<file path="src/hdl/tpu_pkg.sv">
package tpu_pkg;
  localparam int NCH = 2;
  localparam int ADDR_W = 6;
  localparam logic [ADDR_W-1:0] OFF_SC = 6'h00;
  localparam logic [ADDR_W-1:0] OFF_CNT = 6'h04;
  localparam logic [ADDR_W-1:0] OFF_MOD = 6'h08;
  localparam logic [ADDR_W-1:0] OFF_PIN = 6'h0C;
  localparam logic [ADDR_W-1:0] OFF_CH0_SC = 6'h10;
  localparam logic [ADDR_W-1:0] OFF_CH0_V = 6'h14;
  localparam logic [ADDR_W-1:0] OFF_CH_STRIDE = 6'h08;
  localparam int SC_CLKS_LSB = 3;
  localparam int SC_PS_LSB = 0;
  localparam int CSC_MS_LSB = 4;
  localparam int CSC_ELS_LSB = 2;
  localparam int CSC_PU_BIT = 0;
  localparam int CSC_FLAG_BIT = 7;
  localparam logic [1:0] CLKS_OFF = 2'h0;
  localparam logic [1:0] CLKS_BUS = 2'h1;
  localparam logic [1:0] CLKS_EXT = 2'h3;
  localparam logic [7:0] SC_RST = 8'h00;
  localparam logic [7:0] CSC_RST = 8'h00;
  localparam logic [15:0] MOD_RST = 16'h0000;
  localparam logic [15:0] CV_RST = 16'h0000;
  localparam logic [1:0] RESP_OKAY = 2'h0;
  localparam logic [1:0] RESP_SLVERR = 2'h2;
  localparam int EXT_CH = 0;
  typedef enum logic [1:0] {TPU_OFF, TPU_CAPT, TPU_COMP, TPU_PWM} tpu_chmode_t;
  typedef struct packed {
    logic [NCH-1:0] oe;
    logic [NCH-1:0] o;
    logic [NCH-1:0] pu;
    logic [NCH-1:0] own;
  } tpu_pin_t;
endpackage

</file>
<file path="src/hdl/tpu_ext_sync.sv">
`timescale 1ns/1ps
`default_nettype none
module tpu_ext_sync
  import tpu_pkg::*;
(
  input wire logic i_clk,
  input wire logic i_sys_rst,
  input wire logic i_pin,
  output logic o_rise
);
  logic [2:0] sync_q;
  logic [2:0] sync_d;
  logic lvl_q;
  logic lvl_d;
  logic rise_q;
  logic rise_d;

  always_comb begin
    sync_d = {sync_q[1:0], i_pin};
    lvl_d = lvl_q;
    rise_d = 1'b0;
    // Only stages 2 and 3 are compared; stage 1 may be metastable
    if (sync_q[1] == sync_q[2]) begin
      lvl_d = sync_q[2];
      rise_d = sync_q[2] & ~lvl_q;
    end
  end

  always_ff @(posedge i_clk) begin
    if (i_sys_rst) begin
      sync_q <= 3'h0;
      lvl_q <= 1'b0;
      rise_q <= 1'b0;
    end else begin
      sync_q <= sync_d;
      lvl_q <= lvl_d;
      rise_q <= rise_d;
    end
  end

  assign o_rise = rise_q;
endmodule // tpu_ext_sync
`default_nettype wire

</file>
<file path="src/hdl/tpu_timer.sv">
// Operation
// - Each channel picks capture, compare or PWM on its own, independent of the others.
// - A channel configured as a timer input can switch on a passive pullup on its pin.
// - After reset the timer is off and every pin is a general-purpose input, pullup off.
// - Clock select 1:1 drives the prescaler and counter from the external clock pin.
// - The external clock passes a bus-clock synchronizer before any timer logic.
// - A channel whose pin is the external clock never uses the pin; compare still runs.
// - While the timer owns a pin, port data and direction settings are ignored.
// - A channel needing no pin function hands the pin back to general-purpose I/O.
// - Each channel has its own 8-bit control and 16-bit value, apart from unit registers.
//
// Local design decisions: the register offsets and the AXI4-Lite slave port.
`timescale 1ns/1ps
`default_nettype none
module tpu_timer
  import tpu_pkg::*;
(
  input wire logic i_clk,
  input wire logic i_sys_rst,
  input wire logic [ADDR_W-1:0] i_awaddr,
  input wire logic i_awvalid,
  output logic o_awready,
  input wire logic [31:0] i_wdata,
  input wire logic [3:0] i_wstrb,
  input wire logic i_wvalid,
  output logic o_wready,
  output logic [1:0] o_bresp,
  output logic o_bvalid,
  input wire logic i_bready,
  input wire logic [ADDR_W-1:0] i_araddr,
  input wire logic i_arvalid,
  output logic o_arready,
  output logic [31:0] o_rdata,
  output logic [1:0] o_rresp,
  output logic o_rvalid,
  input wire logic i_rready,
  input wire logic i_ext_clk,
  input wire logic [NCH-1:0] i_ch_pin,
  input wire logic [NCH-1:0] i_gpio_out,
  input wire logic [NCH-1:0] i_gpio_dir,
  output logic [NCH-1:0] o_ch_pin_o,
  output logic [NCH-1:0] o_ch_pin_oe,
  output logic [NCH-1:0] o_ch_pin_pu,
  output logic [NCH-1:0] o_ch_pin_own
);
  function automatic int ch_of(input logic [ADDR_W-1:0] a);
    return int'((a - OFF_CH0_SC) >> 3);
  endfunction
  function automatic logic is_ch(input logic [ADDR_W-1:0] a);
    return (a >= OFF_CH0_SC) && (a < OFF_CH0_SC + 6'(NCH * 8));
  endfunction
  function automatic tpu_chmode_t mode_of(input logic [7:0] csc);
    logic [1:0] ms;
    logic [1:0] els;
    ms = csc[CSC_MS_LSB +: 2];
    els = csc[CSC_ELS_LSB +: 2];
    if (ms == 2'h0) return (els == 2'h0) ? TPU_OFF : TPU_CAPT;
    if (ms == 2'h1) return TPU_COMP;
    return TPU_PWM;
  endfunction

  // Register file
  logic [7:0] sc_q, sc_d;
  logic [15:0] mod_q, mod_d;
  logic [15:0] cnt_q, cnt_d;
  logic [6:0] pre_q, pre_d;
  logic [7:0] csc_q [NCH], csc_d [NCH];
  logic [15:0] cv_q [NCH], cv_d [NCH];
  logic [NCH-1:0] chout_q, chout_d;
  logic [NCH-1:0] pin_q [3];
  logic [NCH-1:0] pin_d [3];
  logic [NCH-1:0] plvl_q, plvl_d;
  // AXI state
  logic aw_q, aw_d, w_q, w_d, bv_q, bv_d, rv_q, rv_d;
  logic [ADDR_W-1:0] awa_q, awa_d;
  logic [31:0] wd_q, wd_d, rd_q, rd_d;
  logic [3:0] ws_q, ws_d;
  logic [1:0] br_q, br_d, rr_q, rr_d;

  logic ext_rise, tick, pre_hit, wr_fire;
  logic [1:0] clks;
  logic [NCH-1:0] ext_claim, ch_ev;

  tpu_ext_sync u_sync (
    .i_clk(i_clk),
    .i_sys_rst(i_sys_rst),
    .i_pin(i_ext_clk),
    .o_rise(ext_rise)
  );

  assign clks = sc_q[SC_CLKS_LSB +: 2];
  always_comb begin
    unique case (clks)
      CLKS_BUS: tick = 1'b1;
      CLKS_EXT: tick = ext_rise;
      default: tick = 1'b0;
    endcase
  end
  assign pre_hit = tick && (pre_q == ~(7'h7F << sc_q[SC_PS_LSB +: 3]));
  assign ext_claim = (clks == CLKS_EXT) ? (NCH'(1) << EXT_CH) : '0;
  assign wr_fire = aw_q && w_q && !bv_q;

  always_comb begin
    sc_d = sc_q;
    mod_d = mod_q;
    cnt_d = cnt_q;
    pre_d = pre_q;
    chout_d = chout_q;
    pin_d[0] = i_ch_pin;
    pin_d[1] = pin_q[0];
    pin_d[2] = pin_q[1];
    plvl_d = plvl_q;
    ch_ev = '0;
    for (int i = 0; i < NCH; i++) begin
      csc_d[i] = csc_q[i];
      cv_d[i] = cv_q[i];
    end
    if (tick) begin
      pre_d = pre_hit ? 7'h00 : pre_q + 7'h01;
    end
    if (pre_hit) begin
      cnt_d = (cnt_q == mod_q && mod_q != 16'h0000) ? 16'h0000 : cnt_q + 16'h0001;
      if (cnt_d == 16'h0000) begin
        sc_d[7] = 1'b1;
      end
    end
    for (int i = 0; i < NCH; i++) begin
      // Capture inputs use the 2/3-agreement filter like the clock pin
      if (pin_q[1][i] == pin_q[2][i]) begin
        plvl_d[i] = pin_q[2][i];
      end
      unique case (mode_of(csc_q[i]))
        TPU_CAPT: begin
          if (!ext_claim[i] && plvl_d[i] != plvl_q[i] &&
              csc_q[i][CSC_ELS_LSB + (plvl_d[i] ? 0 : 1)]) begin
            cv_d[i] = cnt_q;
            csc_d[i][CSC_FLAG_BIT] = 1'b1;
            ch_ev[i] = 1'b1;
          end
        end
        TPU_COMP: begin
          if (pre_hit && cnt_q == cv_q[i]) begin
            csc_d[i][CSC_FLAG_BIT] = 1'b1;
            ch_ev[i] = 1'b1;
            unique case (csc_q[i][CSC_ELS_LSB +: 2])
              2'h1: chout_d[i] = ~chout_q[i];
              2'h2: chout_d[i] = 1'b0;
              2'h3: chout_d[i] = 1'b1;
              default: chout_d[i] = chout_q[i];
            endcase
          end
        end
        TPU_PWM: begin
          if (pre_hit) begin
            if (cnt_d == 16'h0000) chout_d[i] = ~csc_q[i][CSC_ELS_LSB];
            else if (cnt_d == cv_q[i]) chout_d[i] = csc_q[i][CSC_ELS_LSB];
          end
        end
        default: chout_d[i] = 1'b0;
      endcase
    end
    if (wr_fire) begin
      if (awa_q == OFF_SC && ws_q[0]) begin
        sc_d = wd_q[7:0] & 8'h7F;
        sc_d[7] = (sc_q[7] && wd_q[7]) || (pre_hit && cnt_d == 16'h0000);
      end else if (awa_q == OFF_CNT) begin
        cnt_d = 16'h0000;
        pre_d = 7'h00;
      end else if (awa_q == OFF_MOD) begin
        if (ws_q[0]) mod_d[7:0] = wd_q[7:0];
        if (ws_q[1]) mod_d[15:8] = wd_q[15:8];
      end else if (is_ch(awa_q)) begin
        if (awa_q[2] == 1'b0) begin
          if (ws_q[0]) begin
            csc_d[ch_of(awa_q)][6:0] = wd_q[6:0];
            // Write 0 clears the flag, but a same-cycle event keeps it set
            if (!wd_q[7]) csc_d[ch_of(awa_q)][7] = ch_ev[ch_of(awa_q)];
          end
        end else begin
          if (ws_q[0]) cv_d[ch_of(awa_q)][7:0] = wd_q[7:0];
          if (ws_q[1]) cv_d[ch_of(awa_q)][15:8] = wd_q[15:8];
        end
      end
    end
  end

  always_comb begin
    for (int i = 0; i < NCH; i++) begin
      // Timer owns the pin only when its mode needs it
      o_ch_pin_own[i] = (mode_of(csc_q[i]) != TPU_OFF) &&
                        (csc_q[i][CSC_ELS_LSB +: 2] != 2'h0) && !ext_claim[i];
      if (o_ch_pin_own[i]) begin
        o_ch_pin_oe[i] = (mode_of(csc_q[i]) != TPU_CAPT);
        o_ch_pin_o[i] = chout_q[i];
        o_ch_pin_pu[i] = (mode_of(csc_q[i]) == TPU_CAPT) && csc_q[i][CSC_PU_BIT];
      end else begin
        o_ch_pin_oe[i] = i_gpio_dir[i] && !ext_claim[i];
        o_ch_pin_o[i] = i_gpio_out[i];
        o_ch_pin_pu[i] = 1'b0;
      end
    end
  end

  // AXI4-Lite slave: one write and one read at a time
  always_comb begin
    aw_d = aw_q;
    w_d = w_q;
    bv_d = bv_q;
    rv_d = rv_q;
    awa_d = awa_q;
    wd_d = wd_q;
    ws_d = ws_q;
    br_d = br_q;
    rr_d = rr_q;
    rd_d = rd_q;
    if (i_awvalid && o_awready) begin
      aw_d = 1'b1;
      awa_d = {i_awaddr[ADDR_W-1:2], 2'h0};
    end
    if (i_wvalid && o_wready) begin
      w_d = 1'b1;
      wd_d = i_wdata;
      ws_d = i_wstrb;
    end
    if (wr_fire) begin
      aw_d = 1'b0;
      w_d = 1'b0;
      bv_d = 1'b1;
      br_d = (awa_q <= OFF_MOD || is_ch(awa_q)) ? RESP_OKAY : RESP_SLVERR;
    end
    if (bv_q && i_bready) bv_d = 1'b0;
    if (i_arvalid && o_arready) begin
      rv_d = 1'b1;
      rr_d = RESP_OKAY;
      unique case ({i_araddr[ADDR_W-1:2], 2'h0})
        OFF_SC: rd_d = {24'h0, sc_q};
        OFF_CNT: rd_d = {16'h0, cnt_q};
        OFF_MOD: rd_d = {16'h0, mod_q};
        OFF_PIN: rd_d = {24'h0, 2'(o_ch_pin_own), 2'(plvl_q), 4'h0};
        default: begin
          if (is_ch({i_araddr[ADDR_W-1:2], 2'h0})) begin
            rd_d = i_araddr[2] ? {16'h0, cv_q[ch_of({i_araddr[ADDR_W-1:2], 2'h0})]}
                               : {24'h0, csc_q[ch_of({i_araddr[ADDR_W-1:2], 2'h0})]};
          end else begin
            rd_d = 32'h0;
            rr_d = RESP_SLVERR;
          end
        end
      endcase
    end
    if (rv_q && i_rready) rv_d = 1'b0;
  end

  assign o_awready = !aw_q && !bv_q;
  assign o_wready = !w_q && !bv_q;
  assign o_arready = !rv_q;
  assign o_bvalid = bv_q;
  assign o_bresp = br_q;
  assign o_rvalid = rv_q;
  assign o_rresp = rr_q;
  assign o_rdata = rd_q;

  always_ff @(posedge i_clk) begin
    if (i_sys_rst) begin
      sc_q <= SC_RST;
      mod_q <= MOD_RST;
      cnt_q <= 16'h0000;
      pre_q <= 7'h00;
      chout_q <= '0;
      pin_q <= '{default: '0};
      plvl_q <= '0;
      for (int i = 0; i < NCH; i++) begin
        csc_q[i] <= CSC_RST;
        cv_q[i] <= CV_RST;
      end
      aw_q <= 1'b0;
      w_q <= 1'b0;
      bv_q <= 1'b0;
      rv_q <= 1'b0;
      awa_q <= '0;
      wd_q <= 32'h0;
      ws_q <= 4'h0;
      br_q <= RESP_OKAY;
      rr_q <= RESP_OKAY;
      rd_q <= 32'h0;
    end else begin
      sc_q <= sc_d;
      mod_q <= mod_d;
      cnt_q <= cnt_d;
      pre_q <= pre_d;
      chout_q <= chout_d;
      pin_q <= pin_d;
      plvl_q <= plvl_d;
      csc_q <= csc_d;
      cv_q <= cv_d;
      aw_q <= aw_d;
      w_q <= w_d;
      bv_q <= bv_d;
      rv_q <= rv_d;
      awa_q <= awa_d;
      wd_q <= wd_d;
      ws_q <= ws_d;
      br_q <= br_d;
      rr_q <= rr_d;
      rd_q <= rd_d;
    end
  end
endmodule // tpu_timer
`default_nettype wire

</file>
<file path="config.mk">
export PLATFORM = sky130hd
export DESIGN_NAME = tpu_timer
export DESIGN_NICKNAME = d
export VERILOG_FILES = /design/src/hdl/tpu_pkg.sv /design/src/hdl/tpu_ext_sync.sv /design/src/hdl/tpu_timer.sv
export SDC_FILE = /design/constraint.sdc
export NUM_CORES = 1
export LEC_CHECK = 0
export BUFFER_PORTS_ARGS = -buffer_cell sky130_fd_sc_hd__buf_4
export CORE_AREA = 2 2 136 138
export CTS_CLUSTER_DIAMETER = 50
export CTS_CLUSTER_SIZE = 20
export DETAILED_ROUTE_END_ITERATION = 6
export DIE_AREA = 0 0 138 140
export MAX_ROUTING_LAYER = met4
export PLACE_DENSITY = 0.69
export SLEW_MARGIN = 20
export SYNTH_ARGS = -nofsm -noshare
export SYNTH_HDL_FRONTEND = slang
export SYNTH_SLANG_ARGS = --single-unit
</file>
<file path="constraint.sdc">
create_clock -name i_clk -period 4.2 [get_ports i_clk]
set_clock_uncertainty 0.15 [all_clocks]
set_input_delay 0.21 -clock i_clk [delete_from_list [all_inputs] [get_ports i_clk]]
set_output_delay 0.21 -clock i_clk [all_outputs]
set_load 0.03 [all_outputs]
</file>
==> flow_summary.json, run 1 <==
{
  "status": "completed",
  "layout.nets": 1232,
  "cts_setup_buffers": 0,
  "syn_avg_cell_area_sq_um": 8.137,
  "core_area_sq_um": 17780,
  "slew_headroom": 0.3149,
  "highest_layer": "met4",
  "grt_util_all_layers": 0.2924,
  "initial_core_util": 0.4961,
  "synth_seq_cells": 154,
  "cp.required_ns": 4.35,
  "gp_congestion": 0.9900,
  "avgRoutedWirePerCell_microns": 19.67,
  "met3_length_microns": 2249,
  "hold_violations": 0,
  "yosysSeqAreaShare": 0.3495,
  "p_total_uw": 3532,
  "rows": 49,
  "drtIter0Drc": 857,
  "yosys_warnings": 0,
  "synth_flop_cell": "dfxtp_1",
  "critPathKind": "reg2reg",
  "ir_drop_mv": 0.3308,
  "io_pins": 111,
  "drive_above_1_share": 0.1518,
  "startpoint_type": "flop",
  "wl_microns": 27700,
  "cp_slowest_cell": "or4b_4",
  "async_flop_share": 0,
  "drtPass1Iterations": 6,
  "vias": 8292,
  "clock_path_buffers": 2,
  "portBuffers": 70,
  "min_path_type": "in2reg",
  "grt_pass1_vias": 7450,
  "cts_num_sinks": 154,
  "n_antenna_cell": 0,
  "ant_nets": 0,
  "drc_errors": 0,
  "cap_violations": 0,
  "area_growth_pct": 18.43,
  "netlist_instances": 1084,
  "synth_edf_count": 0,
  "grt_setup_unrepaired": "false",
  "grt_pass1_wl_microns": 43010,
  "layout_commonest_cell": "nor2_1",
  "insertion_delay_ns": 0.43,
  "fin_tns_setup_ns": 0,
  "netlist_area_sq_um": 8821,
  "die_h_microns": 140,
  "antenna_found_initial": 0,
  "layout_common_cells": "nor2_1 (189), dfxtp_1 (154), buf_4 (110)",
  "die-area_sq_um": 19320,
  "path_clk_slew_ns": 0.07,
  "crit_fanout": 14,
  "post-route-min-period_ns": 3.981,
  "dp_hpwl_microns": 19940,
  "die_x_microns": 138,
  "viasPerCell": 5.889,
  "grt_max_degree": 89,
  "power.density_nw_per_um2": 338.1,
  "arrival_ns": 4.13,
  "clock-root-buffer": "clkbuf_16",
  "finalSetupViolCount": 0,
  "overflow": 0,
  "cts-htree-levels": 4,
  "met2_length_microns": 12750,
  "crit_chain": "xnor2_1, or4b_4, nor4_4, and2_4, o21ai_0, a21oi_1, xor2_1, nand3_1, o31ai_1, buf_4, mux2i_1, nor2_1",
  "synthDistinctLibCells": 73,
  "maxSlewViolCount": 0,
  "finalCritPeriodShare": 0.9478,
  "tritoncts": "done",
  "leakage_uw": 0.004295,
  "fmax_ghz": 0.2512,
  "cpPeakStageDelay_ns": 0.52,
  "wl_met1_microns": 12010,
  "cts_buffers": 17,
  "tightest_slew_ns": 1.024,
  "end_kind": "flop"
}
cells in the mapped netlist (all sizes together) (21+ instances only):
library cell	n	area share
nand4	21	0.016
dfxtp	154	0.35
nor2	191	0.083
nor3	24	0.015
xnor2	43	0.043
buf	38	0.028
a21oi	81	0.046
nand2	84	0.036
xor2	32	0.032
a211oi	26	0.022
o21ai	27	0.015
mux2i	81	0.092
clkbuf	54	0.023
metal layers:
| layer | GRT usage | vias up |
|---|---|---|
| li1 | - | 3966 |
| met1 | 0.3967 | 3913 |
| met2 | 0.4497 | 361 |
| met3 | 0.04855 | 52 |
| met4 | 0.08969 | 0 |
| met5 | - | - |
critical path: cells and delay by family (launching register included):
kind                      cells  cell delay [ns]
and+or+nand+nor               5             1.35
DFF                           1             0.35
xor gates and xnor gates      2             0.49
buffers and inverters         1             0.20
muxes                         1             0.17
AOI/OAI and AO/OA             3             1.13
final cells by class:
| class | instances | area [sq um] |
|---|---|---|
| fill | 1627 | 7333 |
| timing repair buffer | 139 | 1116 |
| inverter | 16 | 60.06 |
| clock buffer | 18 | 439.2 |
| clock inverter | 13 | 155.1 |
| sequential | 154 | 3083 |
| tap | 229 | 286.5 |
| multi-input combinational | 839 | 5306 |
flip-flops by register name, indices dropped and copies added, names as in the netlist, 2 cells and up, named ones only:
| register | flops |
|---|---|
| awa_q | 4 |
| chout_q | 2 |
| cnt_q | 16 |
| csc_q | 2 |
| cv_q | 32 |
| mod_q | 16 |
| o_rdata | 16 |
| pin_d | 4 |
| pin_q | 2 |
| plvl_q | 2 |
| pre_q | 7 |
| sc_q | 8 |
| u_sync.sync_q | 3 |
| wd_q | 16 |
| ws_q | 2 |
per-stage QoR:
stage | std cells | area (sq um) | hold slack, ns | setup slack [ns] | utilization
5_1_grt | 1408 | 10450 | 0.06382 | 0.007220 | 0.5875
6_report | 1408 | 10450 | 0.05775 | 0.2192 | 0.5875
2_1_floorplan | 1101 | 8885 | 0.1394 | 0.7814 | -
3_5_place_dp | 1348 | 9554 | 0.2482 | 0.3394 | 0.5374
4_1_cts | 1408 | 10440 | 0.05311 | 0.3031 | 0.5871
3_3_place_gp | 1348 | 9554 | 0.2474 | 0.3916 | 0.5374
worst paths after layout:
kind         startpoint    endpoint  slack [ns]  depth (start not counted)
min           i_sys_rst    awa_q[2]        0.06                          2
max reg2reg   mod_q[11]  chout_q[0]        0.22                         12
min reg2reg    pin_d[3]    pin_d[1]        0.29                          1
max           mod_q[11]  chout_q[0]        0.22                         12
cell families after synthesis:
family,Yosys count,share of synthesized area
fa+ha+maj,3,0.004256
other cells,1,0.0004251
flops,154,0.3495
buf+inv,108,0.05773
mux,93,0.1187
xor+xnor,75,0.07447
compound gates,221,0.1637
simple gates,429,0.2312
timing repair:
| item | 4_1_cts | 5_1_grt |
|---|---|---|
| hold buffers | 29 | 0 |
| setup endpoints to repair | 0 | 1 |
| resized for setup | 0 | 1 |
| hold endpoints to repair | 28 | 0 |
power by group:
part	switching [uW]	internal, uW
clock network	688	906
registers	40.6	1500
logic	240	160
total	969	2560
(Power assumes the default switching activity.)
==> run 2: changes to the inputs <==
==> config.mk (replaced) <==
export PLATFORM = sky130hd
export DESIGN_NAME = tpu_timer
export DESIGN_NICKNAME = d
export VERILOG_FILES = /design/src/hdl/tpu_pkg.sv /design/src/hdl/tpu_ext_sync.sv /design/src/hdl/tpu_timer.sv
export SDC_FILE = /design/constraint.sdc
export NUM_CORES = 1
export LEC_CHECK = 0
export CORE_AREA = 2 2 166 119
export CTS_CLUSTER_DIAMETER = 50
export CTS_CLUSTER_SIZE = 20
export DETAILED_ROUTE_END_ITERATION = 6
export DIE_AREA = 0 0 168 121
export DONT_BUFFER_PORTS = 1
export MAX_ROUTING_LAYER = met4
export PLACE_DENSITY = 0.63
export SLEW_MARGIN = 20
export SYNTH_ARGS = -nofsm -noshare
export SYNTH_HDL_FRONTEND = slang
export SYNTH_HIERARCHICAL = 1
export SYNTH_SLANG_ARGS = --single-unit
==> run 2 against run 1 <==
  * Flip-flop and latch count unchanged
  * Combinational power down 54%
  * Sequential share of layout area up 0.38 points
  * Critical endpoint unchanged
  * Utilization down 3.5 points
  * Cell area down 1.3%
  * Synthesized area up 5.0%
  * Register-to-register slack about the same
  * Routed wire length up 8.5%
==> flow_summary.json, run 2 <==
{
  "p_switching_uw": 929.6,
  "status": "completed",
  "min_to": "o_rdata[1]",
  "grt_setup_unrepaired": "false",
  "maxSlewViolCount": 0,
  "cp_slowest_cell": "dfxtp_1",
  "ant_nets": 0,
  "syn_avg_cell_area_sq_um": 8.115,
  "drive_above_1_share": 0.09075,
  "synth_seq_cells": 154,
  "largest-register": "cv_q",
  "viasPerCell": 6.203,
  "yosys.area.top_type": "dfxtp_1",
  "startpoint_type": "flop",
  "wl_microns": 30060,
  "fill_cells": 1693,
  "critPathTopFamily": "simple AND/OR/NAND/NOR gates",
  "gp_congestion": 0.9604,
  "grt_util_all_layers": 0.3048,
  "startpoint": "sc_q[1]",
  "place_inst": 1326,
  "die_x_microns": 168,
  "fin_tns_setup_ns": 0,
  "leakage_uw": 0.004312,
  "grt_pass1_vias": 7710,
  "r2r_slack_ns": 0.22,
  "synth_top_area_frac": 0.3330,
  "post-route-min-period_ns": 3.983,
  "rows": 42,
  "drtIter0Drc": 880,
  "antenna_found_initial": 0,
  "arrival_ns": 4.15,
  "tightest_slew_ns": 1.043,
  "reg2regPathDepth": 11,
  "drc_errors": 0,
  "slew_headroom": 0.3003,
  "internal-power_uw": 2351,
  "cts_num_sinks": 154,
  "insertion_delay_ns": 0.44,
  "layout_common_cells": "dfxtp_1 (154), nor2_1 (136), nand2_1 (115)",
  "clock-root-buffer": "clkbuf_16",
  "n_antenna_cell": 0,
  "drtPass1Iterations": 7,
  "seq_power_share": 0.475,
  "critPathKind": "reg2reg",
  "core_area_sq_um": 18660,
  "power.density_nw_per_um2": 318.1,
  "netlist_area_sq_um": 9259,
  "utilization": 0.5529,
  "crit_chain": "nand2_1, maj3_1, o21ai_4, and3_1, mux2i_1, mux2_2, a2111oi_1, buf_4, and4_1, or2_1, a31oi_1",
  "grt_max_degree": 126,
  "die-area_sq_um": 20330,
  "p_sw_frac": 0.2833,
  "yosysMostFrequentCell": "dfxtp_1",
  "cpPeakStageDelay_ns": 0.57,
  "vias": 8610,
  "holdPathStages": 3,
  "combPwrFrac": 0.056,
  "multi_input_area_sq_um": 5683,
  "io_pins": 111,
  "crit_fanout": 10,
  "cts_buffers": 17,
  "initial_core_util": 0.4963,
  "netlist_instances": 1141,
  "overflow": 0,
  "fmax_ghz": 0.2511,
  "yosys_warnings": 6,
  "path_buf_inv": 1,
  "hold_violations": 0,
  "ir_drop_mv": 0.2468,
  "area_growth_pct": 11.39,
  "die_h_microns": 121,
  "clock_path_buffers": 2,
  "final_cells": 1388,
  "tritoncts": "done",
  "yosysSeqAreaShare": 0.3330,
  "cts_setup_buffers": 0,
  "r2r_end": "chout_q[0]",
  "rr_startpoint": "sc_q[1]",
  "cp.required_ns": 4.37,
  "synth_edf_count": 0,
  "pwr-share-clk": 0.469,
  "async_flop_share": 0,
  "dp_hpwl_microns": 21580,
  "synth_common_cells": "dfxtp_1 (154), nor2_1 (136), nand2_1 (115), mux2i_1 (73), a21oi_1 (72)",
  "min_path_type": "in2reg",
  "finalSetupViolCount": 0,
  "grt_pass1_wl_microns": 45960,
  "synth_flop_cell": "dfxtp_1",
  "seqCellArea_sq_um": 3083,
  "cts-htree-levels": 4,
  "avgRoutedWirePerCell_microns": 21.65,
  "ys_top_cells_by_area": "dfxtp_1 (33%), mux2i_1 (7.9%), nor2_1 (5.5%)",
  "synthDistinctLibCells": 70,
  "min_from": "i_araddr[2]",
  "end_kind": "flop",
  "portBuffers": 0,
  "largest_register_ffs": 32,
  "layout.nets": 1197,
  "layout_commonest_cell": "dfxtp_1",
  "finalCritPeriodShare": 0.9482,
  "path_clk_slew_ns": 0.07,
  "cap_violations": 0
}
[run 2: cell types whose count changed after synthesis, sizes merged, moves of 9 or more]
| cell | previous run | this run |
|---|---|---|
| nor2 | 191 | 136 |
| a21oi | 81 | 72 |
| nand3 | 20 | 33 |
| nand2 | 84 | 115 |
| a211oi | 26 | 55 |
| and4 | 2 | 11 |
| a22oi | 14 | 5 |
| xnor2 | 43 | 26 |
| and3 | 5 | 20 |
[run 2: through the flow]
step	hold slack, ns	setup WS, ns	total power [uW]	instance area, sq um
final	0.02626	0.2174	3281	10310
after global routing	0.03303	0.03957	3371	10310
after CTS	0.01630	0.1978	3293	10310
after detailed placement	0.1382	0.2267	1730	9410
after global placement	0.1379	0.3645	1728	9410
after floorplan	0.1268	1.032	1728	9323
[run 2: what timing repair did]
item,4_1_cts,5_1_grt
resized for setup,0,1
setup endpoints to repair,0,1
hold buffers,30,0
hold endpoints to repair,131,0
[run 2: logic make-up (layout without fill, tap and decap cells)]
family	after synthesis	count (layout)	share of synthesized area
flops	154	154	0.3330
simple gates	460	460	0.2485
fa+ha+maj	3	3	0.003783
mux	92	92	0.1118
compound gates	246	246	0.1792
other cells	1	18	0.0004050
buf+inv	119	107	0.06095
xor+xnor	66	66	0.06243
[run 2: cell type report]
type	count	area share
multi-input combinational	885	0.5510
sequential	154	0.2989
timing repair buffer	63	0.05969
clock buffer	18	0.04161
tap	242	0.02936
clock inverter	14	0.01504
inverter	12	0.004367
[run 2: worst max path at each step]
stage / endpoint / slack, ns / cells past startpoint
finish: chout_q[0] / 0.22 / 11
global route: chout_q[0] / 0.04 / 11
global placement: chout_q[0] / 0.36 / 11
CTS: chout_q[0] / 0.20 / 11
floorplan: chout_q[1] / 1.03 / 12
detailed placement: chout_q[0] / 0.23 / 11
[run 2: tightest hold or removal path: cells and delay by family]
kind | cells | cell delay (ns)
AND/OR/NAND/NOR | 1 | 0.12
AO/OA/AOI/OAI | 2 | 0.23
[run 2: metal layers]
layer  GRT usage  wire length [microns]  vias to the layer above
li1            -                      -                     4088
met1      0.4476                  14180                     4048
met2      0.4122                  12010                      439
met3     0.07926                   3384                       35
met4     0.07391                    482                        0
met5           -                      0                        -
[run 2: power groups by stage]
stage	Combinational (uW)	Sequential [uW]	Clock (uW)
2_1_floorplan	155	1570	0
3_3_place_gp	137	1590	0
3_5_place_dp	139	1590	0
4_1_cts	182	1560	1550
5_1_grt	199	1560	1610
6_report	184	1560	1540
